<file path="src/rtl/radio_service_consts.vh">
/*
  Constants of the radio service and status register group: register
  indices, field positions, reset values, operating mode codes and the
  temperature step table.
  Assumes it is included by bare name from the register bank module.
*/
`ifndef RADIO_SERVICE_CONSTS_VH
`define RADIO_SERVICE_CONSTS_VH

// ==========================================================
// Register indices; the byte address is four times the index.
`define IDX_IMAGE_CAL      8'h3B
`define IDX_TEMP_READING   8'h3C
`define IDX_LOW_BATTERY    8'h3D
`define IDX_EVENT_FLAGS    8'h3E
`define IDX_IRQ_STATUS     8'h50
`define IDX_IRQ_MASK       8'h51

// ==========================================================
// Field positions.
`define BIT_AUTO_RECAL     7
`define BIT_RECAL_TRIGGER  6
`define BIT_RECAL_BUSY     5
`define BIT_TEMP_SHIFT     3
`define MSB_TEMP_LIMIT     2
`define LSB_TEMP_LIMIT     1
`define BIT_MONITOR_OFF    0
`define BIT_SUPPLY_ENABLE  3
`define MSB_SUPPLY_SELECT  2
`define BIT_MODE_REACHED   7
`define BIT_RX_READY       6
`define BIT_TX_READY       5
`define BIT_SYNTH_LOCKED   4
`define BIT_STRENGTH       3
`define BIT_TIMEOUT        2
`define BIT_PREAMBLE       1
`define BIT_SYNC_MATCH     0

// ==========================================================
// Reset values.
`define RST_TEMP_LIMIT     2'h1
`define RST_SUPPLY_SELECT  3'h2
`define RST_BYTE           8'h00

// ==========================================================
// Operating mode codes on op_mode_i.
`define MODE_SLEEP         3'h0
`define MODE_STANDBY       3'h1
`define MODE_SYNTH         3'h2
`define MODE_TX            3'h3
`define MODE_RX            3'h5

// ==========================================================
// Temperature steps in degrees, one per limit code.
`define TEMP_STEP_0        9'h005
`define TEMP_STEP_1        9'h00A
`define TEMP_STEP_2        9'h00F
`define TEMP_STEP_3        9'h014

`endif

</file>
<file path="src/rtl/radio_service_status_regs.v">
/*
  Service and status register bank of a sub-GHz radio: calibration
  control, temperature monitor, low-supply detector control, the
  primary event flag register and an interrupt status and mask pair,
  all reached over an Avalon-MM slave with waitrequest.
  Assumes the radio core runs on clk_sys_i, so its event inputs need
  no synchronisers, and that it runs the calibration itself after a
  recal_start_o pulse and answers with recal_done_i.
*/
// Notes on behaviour
// - Auto recalibration bit enables temperature-driven receiver recalibration when one.
// - Writing one to trigger in standby starts calibration; trigger stores nothing.
// - Busy bit reads one while calibration runs; resets to zero.
// - Temperature shift flag reads one when drift since calibration exceeds limit.
// - Limit code selects 5, 10, 15 or 20 degrees; resets to 01.
// - Monitor disable stops monitoring; else monitoring outside sleep and standby.
// - Temperature reading is eight bits, minus one degree per step.
// - Supply detector enable bit, reset zero; upper bits unused, read zero.
// - Supply threshold select picks one of eight ascending levels; resets 010.
// - Mode reached flag sets when requested mode is ready; clears on change.
// - Receive ready sets after receiver settling; clears leaving receive.
// - Transmit ready sets after amplifier ramp; clears leaving transmit.
// - Synth locked flag shows lock in synthesis, receive and transmit.
// - Strength flag sets above limit in receive; clears leaving or write one.
// - Timeout flag sets on timeout; clears leaving receive or FIFO emptied.
// - Preamble flag sets on valid preamble; clears only by write one.
// - Sync flag sets on sync match; clears leaving receive or FIFO emptied.
// - Sync flag is write-one-clear only in continuous mode.
`timescale 1ns/1ps
`include "radio_service_consts.vh"

module radio_service_status_regs (
  input  wire        clk_sys_i,
  input  wire        sys_rst_i,
  input  wire [9:0]  avs_address_i,
  input  wire        avs_read_i,
  input  wire        avs_write_i,
  input  wire [31:0] avs_writedata_i,
  input  wire [3:0]  avs_byteenable_i,
  output reg  [31:0] avs_readdata_o,
  output wire        avs_waitrequest_o,
  output wire        irq_o,
  input  wire [2:0]  op_mode_i,
  input  wire        osc_running_i,
  input  wire        pll_locked_i,
  input  wire        rssi_sampling_start_i,
  input  wire        rx_settled_i,
  input  wire        pa_ramp_done_i,
  input  wire [7:0]  signal_strength_reading_i,
  input  wire [7:0]  signal_strength_limit_i,
  input  wire        timeout_event_i,
  input  wire        fifo_empty_i,
  input  wire        preamble_event_i,
  input  wire        sync_event_i,
  input  wire        continuous_mode_i,
  input  wire [7:0]  temp_sample_i,
  input  wire        temp_sample_valid_i,
  input  wire        recal_done_i,
  output reg         recal_start_o,
  output wire        auto_recal_enable_o,
  output wire        thermal_monitor_active_o,
  output wire        supply_detector_enable_o,
  output wire [2:0]  supply_threshold_select_o
);

  // ==========================================================
  // Bus slave

  reg        ack;
  wire [7:0] idx;
  wire       wr_go;
  wire       wr_lane;

  // Each access waits exactly one cycle so read data can be registered.
  // The cost is one wait cycle per access, even for back-to-back requests.
  assign avs_waitrequest_o = (avs_read_i | avs_write_i) & ~ack;
  assign idx     = avs_address_i[9:2];
  assign wr_lane = avs_byteenable_i[0];
  assign wr_go   = avs_write_i & ack & wr_lane;

  // The ack flop rises in the waiting cycle and drops after the accept edge.
  always @(posedge clk_sys_i) begin
    if (sys_rst_i) begin
      ack <= 1'b0;
    end else begin
      ack <= (avs_read_i | avs_write_i) & ~ack;
    end
  end

  // ==========================================================
  // Control registers

  reg       auto_recal_enable;
  reg [1:0] temp_shift_limit;
  reg       thermal_monitor_disable;
  reg       supply_detector_enable;
  reg [2:0] supply_threshold_select;
  reg [7:0] irq_mask;

  wire wr_cal  = wr_go & (idx == `IDX_IMAGE_CAL);
  wire wr_bat  = wr_go & (idx == `IDX_LOW_BATTERY);
  wire wr_flg  = wr_go & (idx == `IDX_EVENT_FLAGS);
  wire wr_ist  = wr_go & (idx == `IDX_IRQ_STATUS);
  wire wr_imsk = wr_go & (idx == `IDX_IRQ_MASK);

  // Software-owned settings.
  always @(posedge clk_sys_i) begin
    if (sys_rst_i) begin
      auto_recal_enable       <= 1'b0;
      temp_shift_limit        <= `RST_TEMP_LIMIT;
      thermal_monitor_disable <= 1'b0;
      supply_detector_enable  <= 1'b0;
      supply_threshold_select <= `RST_SUPPLY_SELECT;
      irq_mask                <= `RST_BYTE;
    end else begin
      if (wr_cal) begin
        auto_recal_enable       <= avs_writedata_i[`BIT_AUTO_RECAL];
        temp_shift_limit        <= avs_writedata_i[`MSB_TEMP_LIMIT:`LSB_TEMP_LIMIT];
        thermal_monitor_disable <= avs_writedata_i[`BIT_MONITOR_OFF];
      end
      if (wr_bat) begin
        supply_detector_enable  <= avs_writedata_i[`BIT_SUPPLY_ENABLE];
        supply_threshold_select <= avs_writedata_i[`MSB_SUPPLY_SELECT:0];
      end
      if (wr_imsk) begin
        irq_mask <= avs_writedata_i[7:0];
      end
    end
  end

  assign auto_recal_enable_o       = auto_recal_enable;
  assign supply_detector_enable_o  = supply_detector_enable;
  assign supply_threshold_select_o = supply_threshold_select;

  // ==========================================================
  // Mode tracking

  reg  [2:0] mode_q;
  reg        fifo_empty_q;
  wire       in_rx    = (op_mode_i == `MODE_RX);
  wire       in_tx    = (op_mode_i == `MODE_TX);
  wire       in_synth = (op_mode_i == `MODE_SYNTH);
  wire       in_stby  = (op_mode_i == `MODE_STANDBY);
  wire       in_sleep = (op_mode_i == `MODE_SLEEP);
  wire       mode_chg = (op_mode_i != mode_q);
  wire       left_rx  = (mode_q == `MODE_RX) & ~in_rx;
  wire       emptied  = fifo_empty_i & ~fifo_empty_q;

  // Previous mode and FIFO state give the change and emptied events.
  always @(posedge clk_sys_i) begin
    if (sys_rst_i) begin
      mode_q       <= `MODE_SLEEP;
      fifo_empty_q <= 1'b1;
    end else begin
      mode_q       <= op_mode_i;
      fifo_empty_q <= fifo_empty_i;
    end
  end

  // ==========================================================
  // Temperature monitor and calibration

  reg  [7:0] thermal_reading;
  reg  [7:0] temp_reference;
  reg        recal_busy;
  reg  [8:0] step;
  wire [8:0] drift;
  wire       temp_shift_flag;
  wire       manual_go;
  wire       auto_go;

  // Monitoring is off in sleep and standby and when disabled.
  assign thermal_monitor_active_o = ~thermal_monitor_disable & ~in_sleep & ~in_stby;

  // Step table for the shift limit.
  always @* begin
    case (temp_shift_limit)
      2'h0:    step = `TEMP_STEP_0;
      2'h1:    step = `TEMP_STEP_1;
      2'h2:    step = `TEMP_STEP_2;
      default: step = `TEMP_STEP_3;
    endcase
  end

  // Absolute drift from the reading kept at the last calibration.
  // Warming and cooling count alike, since only the magnitude is compared.
  assign drift = (thermal_reading >= temp_reference) ?
                 ({1'b0, thermal_reading} - {1'b0, temp_reference}) :
                 ({1'b0, temp_reference} - {1'b0, thermal_reading});
  assign temp_shift_flag = (drift > step);

  // A trigger outside standby, or while busy, is dropped.
  assign manual_go = wr_cal & avs_writedata_i[`BIT_RECAL_TRIGGER] & in_stby & ~recal_busy;
  // Busy masks the still-high shift flag so one drift starts one run.
  assign auto_go   = auto_recal_enable & temp_shift_flag & ~recal_busy;

  // Reading, reference, busy and the start pulse.
  always @(posedge clk_sys_i) begin
    if (sys_rst_i) begin
      thermal_reading <= `RST_BYTE;
      temp_reference  <= `RST_BYTE;
      recal_busy      <= 1'b0;
      recal_start_o   <= 1'b0;
    end else begin
      if (thermal_monitor_active_o & temp_sample_valid_i) begin
        thermal_reading <= temp_sample_i;
      end
      recal_start_o <= manual_go | auto_go;
      if (manual_go | auto_go) begin
        recal_busy <= 1'b1;
      end else if (recal_done_i) begin
        recal_busy     <= 1'b0;
        temp_reference <= thermal_reading;
      end
    end
  end

  // ==========================================================
  // Primary event flags

  reg  mode_reached_flag;
  reg  receive_ready_flag;
  reg  transmit_ready_flag;
  reg  strength_flag;
  reg  timeout_flag;
  reg  preamble_found_flag;
  reg  sync_match_flag;
  wire synth_locked_flag;
  wire mode_ready_set;
  wire strength_set;

  assign mode_ready_set = in_sleep |
                          (in_stby & osc_running_i) |
                          (in_synth & pll_locked_i) |
                          (in_rx & rssi_sampling_start_i) |
                          (in_tx & pa_ramp_done_i);
  assign strength_set = in_rx & (signal_strength_reading_i > signal_strength_limit_i);
  assign synth_locked_flag = pll_locked_i & (in_synth | in_rx | in_tx);

  // Sets always win over any clear in the same cycle.
  always @(posedge clk_sys_i) begin
    if (sys_rst_i) begin
      mode_reached_flag   <= 1'b0;
      receive_ready_flag  <= 1'b0;
      transmit_ready_flag <= 1'b0;
      strength_flag       <= 1'b0;
      timeout_flag        <= 1'b0;
      preamble_found_flag <= 1'b0;
      sync_match_flag     <= 1'b0;
    end else begin
      if (mode_ready_set) begin
        mode_reached_flag <= 1'b1;
      end else if (mode_chg) begin
        mode_reached_flag <= 1'b0;
      end
      if (in_rx & rx_settled_i) begin
        receive_ready_flag <= 1'b1;
      end else if (~in_rx) begin
        receive_ready_flag <= 1'b0;
      end
      if (in_tx & pa_ramp_done_i) begin
        transmit_ready_flag <= 1'b1;
      end else if (~in_tx) begin
        transmit_ready_flag <= 1'b0;
      end
      if (strength_set) begin
        strength_flag <= 1'b1;
      end else if (left_rx | (wr_flg & avs_writedata_i[`BIT_STRENGTH])) begin
        strength_flag <= 1'b0;
      end
      if (timeout_event_i) begin
        timeout_flag <= 1'b1;
      end else if (left_rx | emptied) begin
        timeout_flag <= 1'b0;
      end
      if (preamble_event_i) begin
        preamble_found_flag <= 1'b1;
      end else if (wr_flg & avs_writedata_i[`BIT_PREAMBLE]) begin
        preamble_found_flag <= 1'b0;
      end
      if (sync_event_i) begin
        sync_match_flag <= 1'b1;
      end else if (left_rx | emptied |
                   (continuous_mode_i & wr_flg & avs_writedata_i[`BIT_SYNC_MATCH])) begin
        sync_match_flag <= 1'b0;
      end
    end
  end

  reg [7:0] flags;

  // Flags register layout; the lock flag is live, every other bit is held.
  always @* begin
    flags                    = `RST_BYTE;
    flags[`BIT_MODE_REACHED] = mode_reached_flag;
    flags[`BIT_RX_READY]     = receive_ready_flag;
    flags[`BIT_TX_READY]     = transmit_ready_flag;
    flags[`BIT_SYNTH_LOCKED] = synth_locked_flag;
    flags[`BIT_STRENGTH]     = strength_flag;
    flags[`BIT_TIMEOUT]      = timeout_flag;
    flags[`BIT_PREAMBLE]     = preamble_found_flag;
    flags[`BIT_SYNC_MATCH]   = sync_match_flag;
  end

  // ==========================================================
  // Interrupt status and mask

  reg  [7:0] flags_q;
  reg  [7:0] irq_status;
  wire [7:0] rises = flags & ~flags_q;
  wire [7:0] w1c   = wr_ist ? avs_writedata_i[7:0] : 8'h00;

  // Each rising flag latches a sticky bit; a rise beats a clear.
  // A flag that stays high latches once; a new event needs the flag to fall first.
  always @(posedge clk_sys_i) begin
    if (sys_rst_i) begin
      flags_q    <= `RST_BYTE;
      irq_status <= `RST_BYTE;
    end else begin
      flags_q    <= flags;
      irq_status <= rises | (irq_status & ~w1c);
    end
  end

  assign irq_o = |(irq_status & irq_mask);

  // ==========================================================
  // Read data

  reg [7:0] rd_byte;
  reg [7:0] cal_byte;
  reg [7:0] bat_byte;

  // Calibration byte; the trigger bit and bit 4 are never stored, so they read zero.
  always @* begin
    cal_byte                                  = `RST_BYTE;
    cal_byte[`BIT_AUTO_RECAL]                 = auto_recal_enable;
    cal_byte[`BIT_RECAL_BUSY]                 = recal_busy;
    cal_byte[`BIT_TEMP_SHIFT]                 = temp_shift_flag;
    cal_byte[`MSB_TEMP_LIMIT:`LSB_TEMP_LIMIT] = temp_shift_limit;
    cal_byte[`BIT_MONITOR_OFF]                = thermal_monitor_disable;
  end

  // Low supply byte; bits 7 to 4 are unused and read zero.
  always @* begin
    bat_byte                       = `RST_BYTE;
    bat_byte[`BIT_SUPPLY_ENABLE]   = supply_detector_enable;
    bat_byte[`MSB_SUPPLY_SELECT:0] = supply_threshold_select;
  end

  // Unmapped indices read zero.
  always @* begin
    case (idx)
      `IDX_IMAGE_CAL:    rd_byte = cal_byte;
      `IDX_TEMP_READING: rd_byte = thermal_reading;
      `IDX_LOW_BATTERY:  rd_byte = bat_byte;
      `IDX_EVENT_FLAGS:  rd_byte = flags;
      `IDX_IRQ_STATUS:   rd_byte = irq_status;
      `IDX_IRQ_MASK:     rd_byte = irq_mask;
      default:           rd_byte = 8'h00;
    endcase
  end

  // Data is loaded in the waiting cycle and stands at the accept edge.
  always @(posedge clk_sys_i) begin
    if (sys_rst_i) begin
      avs_readdata_o <= 32'h00000000;
    end else if (avs_read_i & ~ack) begin
      avs_readdata_o <= {24'h000000, rd_byte};
    end
  end

endmodule

</file>
<file path="config.mk">
export PLATFORM = sky130hd
export DESIGN_NAME = radio_service_status_regs
export DESIGN_NICKNAME = d
export VERILOG_FILES = /design/src/rtl/radio_service_status_regs.v
export VERILOG_INCLUDE_DIRS = /design/src /design/src/rtl
export SDC_FILE = /design/constraint.sdc
export NUM_CORES = 1
export LEC_CHECK = 0
export ABC_CLOCK_PERIOD_IN_PS = 4500
export BUFFER_PORTS_ARGS = -buffer_cell sky130_fd_sc_hd__buf_4
export CORE_ASPECT_RATIO = 1.75
export CORE_MARGIN = 2
export CORE_UTILIZATION = 40
export CTS_CLUSTER_DIAMETER = 50
export DETAILED_ROUTE_END_ITERATION = 8
export GPL_TIMING_DRIVEN = 0
export HOLD_SLACK_MARGIN = 0.05
export MAX_ROUTING_LAYER = met4
export PLACE_DENSITY_LB_ADDON = 0.15
export SYNTH_ARGS = -nofsm -noshare
export SYNTH_HDL_FRONTEND = slang
export SYNTH_SLANG_ARGS = --single-unit
</file>
<file path="constraint.sdc">
create_clock -name clk_sys_i -period 4.5 [get_ports clk_sys_i]
set_input_delay 0.9 -clock clk_sys_i [delete_from_list [all_inputs] [get_ports clk_sys_i]]
set_output_delay 0.9 -clock clk_sys_i [all_outputs]
set_load 0.05 [all_outputs]
</file>
==> run_results.csv <==
group,metric,value,unit
outcome,status,"completed",
setup_path,reg2reg_from,"thermal_reading[1]$_SDFFE_PP0P_",
detailed_routing,drc,0,
timing,worst_pin_slew,0.774,ns
synthesis,synth.distinct_cells,65,
setup_path,crit_path_max_fanout,6,
clock_tree,cts-hold-fix-buffers,0,
power_and_ir_drop,p_switching,0.544,mW
detailed_routing,ant_nets,0,
power_and_ir_drop,peakVddDrop,0.198,mV
floorplan,fp.dieW,83.8,um
placement,place_ws,-0.0665,ns
timing,relSlewSlack,0.478,
floorplan,boundaryPins,130,
synthesis,synth_edf_count,0,
synthesis,yosysSeqAreaShare,0.315,
setup_path,critical_path.startpoint_type,"register",
synthesis,syn_inst,544,
floorplan,die_area,0.0120,mm2
synthesis,synth.yosys.warnings,0,
setup_path,critPathKind,"register to register",
placement,portBuffers,71,
grt,grt_pass1_wl,20300,um
floorplan,initial_core_util,0.406,
synthesis,netlist_area,0.00446,mm2
cells_and_area,utilization,0.508,
power_and_ir_drop,p_clk_frac,0.395,
synthesis,synthArstFlopShare,0,
synthesis,synth_area_per_cell,8.19,um2
cells_and_area,final_design_area_no_fill,0.00557,mm2
power_and_ir_drop,comb_power_share,0.236,
synthesis,netlist.top_cell.by_area,"dfxtp_1",
floorplan,design.core.area,0.0110,mm2
timing,setup_viol,0,
timing,skew,0.00394,ns
setup_path,r2r_end,"temp_reference[0]$_SDFFE_PP0P_",
timing,finalMaxSlewViolations,0,
timing,setup_slack,0.270,ns
synthesis,synthTopCellsByArea,"dfxtp_1 31%, ha_1 9.3%, a21oi_1 5.8%",
setup_path,required,4.76,ns
detailed_routing,first_iter_violations,220,
grt,grt_pass1_vias,4115,
detailed_routing,firstDrtPassIters,5,
min_path,hp-class,"register to register",
floorplan,fp.dieH,144,um
clock_tree,cts_num_sinks,70,
clock_tree,htree_levels,3,
power_and_ir_drop,sw_frac_of_total,0.304,
timing,fmax,236,MHz
clock_tree,clk-insertion-delay-late,0.33,ns
synthesis,synth_top_area_share,0.315,
grt,gr-total-overflow,0,
synthesis,ys_ff_latch,70,
clock_tree,clkTransAtPathRegs,0.06,ns
power_and_ir_drop,power_frac_seq,0.370,
power_and_ir_drop,p_leak,2.45,nW
placement,gp_congestion,0.954,
min_path,min_to,"temp_reference[3]$_SDFFE_PP0P_",
setup_path,r2r_cells,17,
timing,period_minus_slack,4.23,ns
detailed_routing,via_per_inst,5.27,
timing,setup_tns,0,ns
clock_tree,clockBufferDepth,2,
synthesis,synthTopCellsByCount,"70 x dfxtp_1, 65 x nand2_1, 52 x a21oi_1, 41 x nor2_1, 34 x inv_1",
clock_tree,cts_tree,"done",
setup_path,ff2ff_setup_slack,0.27,ns
setup_path,cp-end-kind,"register",
cells_and_area,layout.nets,775,
grt,antenna_found_initial,0,
power_and_ir_drop,power_density,321,mW/mm2
grt,grt_usage,0.223,
cells_and_area,antennaDiodeCount,0,
clock_tree,cts_buffers,9,
cells_and_area,final_layout_size_suffix_gt1_frac,0.215,
grt,grt_max_degree,14,
synthesis,synthFlopType,"dfxtp_1",
clock_tree,clockRootBuffer,"clkbuf_16",
setup_path,worstPathCellList,"inv_1 -> ha_1 -> nor2b_1 -> o21bai_1 -> nand2_2 -> a21oi_2 -> mux2i_1 -> xnor2_1 -> ha_1 -> o21ai_1 -> a21oi_1 -> o31a_1 -> a2111oi_4 -> a311oi_2 -> a21oi_4 -> buf_12 -> mux2i_1",
timing,hold_viol_final,0,
power_and_ir_drop,internal-power,1.24,mW
synthesis,yosysMostFrequentCell,"dfxtp_1",
floorplan,rows,51,
setup_path,cp_data_arrival_time,4.49,ns
detailed_routing,via_count,4151,
cells_and_area,area_delta_synth_final,25.0,%
min_path,min_path_cells,2,
timing,rsz0062_at_grt,"false",
run,drv_cap,0,
detailed_routing,wirelength,12800,um
setup_path,critPathMaxStageDelay,0.47,ns
placement,hpwl,10600,um
timing,finalCritPeriodShare,0.940,
detailed_routing,wl_per_cell,16.3,um
setup_path,crit_slowest_cell,"dfxtp_1",
min_path,min-delay-start,"temp_reference[3]$_SDFFE_PP0P_",
placement,placed_cell_area,0.00524,mm2
[through the flow]
stage               hold slack [ns]  power (mW)  instances
floorplan                     0.448       0.967        567
global placement              0.461        1.08        770
detailed placement            0.468        1.09        770
CTS                           0.476        1.80        786
global route                  0.502        1.86        788
finish                        0.480        1.79        788
[power by group through the flow]
stage	logic [mW]	clock network (mW)	registers (mW)
global route	0.458	0.742	0.664
CTS	0.418	0.718	0.661
global placement	0.407	0	0.674
finish	0.421	0.706	0.661
detailed placement	0.415	0	0.675
floorplan	0.294	0	0.673
[worst max-delay path, delay by kind of cell (launching register included)]
family          cells  cell delay, ns
mux                 2            0.44
buf+inv             2            0.27
simple gates        2            0.33
flops               1            0.47
compound gates      8            1.87
fa+ha+maj           2            0.62
xor+xnor            1            0.16
[flip-flops by register name, summed over array words and instances (netlist names), 2 cells and up]
register	cells
avs_readdata_o	8
flags_q	8
irq_mask	8
irq_status	8
mode_q	3
supply_threshold_select_o	3
temp_reference	8
temp_shift_limit	2
thermal_reading	8
[worst max path at each step]
stage                                          startpoint                             end  cells past startpoint
after global routing      thermal_reading[1]$_SDFFE_PP0P_  temp_reference[5]$_SDFFE_PP0P_                     17
after global placement    thermal_reading[1]$_SDFFE_PP0P_  temp_reference[0]$_SDFFE_PP0P_                     16
after detailed placement  thermal_reading[1]$_SDFFE_PP0P_  temp_reference[0]$_SDFFE_PP0P_                     16
after floorplan           thermal_reading[1]$_SDFFE_PP0P_  temp_reference[0]$_SDFFE_PP0P_                     16
after CTS                 thermal_reading[1]$_SDFFE_PP0P_  temp_reference[0]$_SDFFE_PP0P_                     16
final                     thermal_reading[1]$_SDFFE_PP0P_  temp_reference[0]$_SDFFE_PP0P_                     17
[area by class of cell]
cell class	count	area [um2]
Clock inverter	7	73.8
Buffer	49	302
Tap cell	132	165
Sequential cell	70	1400
Clock buffer	9	225
Fill cell	1096	5410
Timing Repair Buffer	73	561
Inverter	35	131
Multi-Input combinational cell	413	2710
[what timing repair did]
| action | in CTS | in global routing |
|---|---|---|
| buffers inserted | 0 | 2 |
| pin swaps | 0 | 1 |
| resized for setup | 1 | 0 |
| endpoints found under the setup margin | 8 | 8 |
[metal layers]
layer / track usage / vias up / wire length [um]
met3: 0.0373 / 25 / 430
li1: - / 2067 / -
met1: 0.198 / 1953 / 4360
met5: - / - / 0
met4: 0.104 / 0 / 372
met2: 0.449 / 106 / 7670
[kinds of logic (layout without fill, tap and decap cells)]
kind of cell             Yosys count  after routing  synth area share
AND/OR/NAND/NOR                  197            197             0.224
XOR/XNOR                           6              6            0.0118
buffers and inverters             84            173            0.0972
flip-flops                        70             70             0.315
multiplexers                      28             28            0.0637
adder cells (fa/ha/maj)           35             35             0.102
AO/OA/AOI/OAI                    123            123             0.187
other                              1             24          0.000842
[placed cells by master, fill, tap and decap left out, drive strengths merged, types with 4 or more instances in the layout]
| cell | count |
|---|---|
| dfxtp | 70 |
| a22oi | 5 |
| nor2 | 41 |
| nand2 | 67 |
| nor3 | 5 |
| nand3 | 29 |
| clkinv | 5 |
| clkbuf | 21 |
| a21o | 5 |
| xnor2 | 4 |
| conb | 24 |
| mux2i | 25 |
| ha | 33 |
| a211oi | 8 |
| inv | 35 |
| nand2b | 5 |
| buf | 110 |
| nand4 | 6 |
| nor2b | 25 |
| o21bai | 4 |
| a21oi | 53 |
| a222oi | 7 |
| o21ai | 17 |
Power figures use the tool's default switching activity.
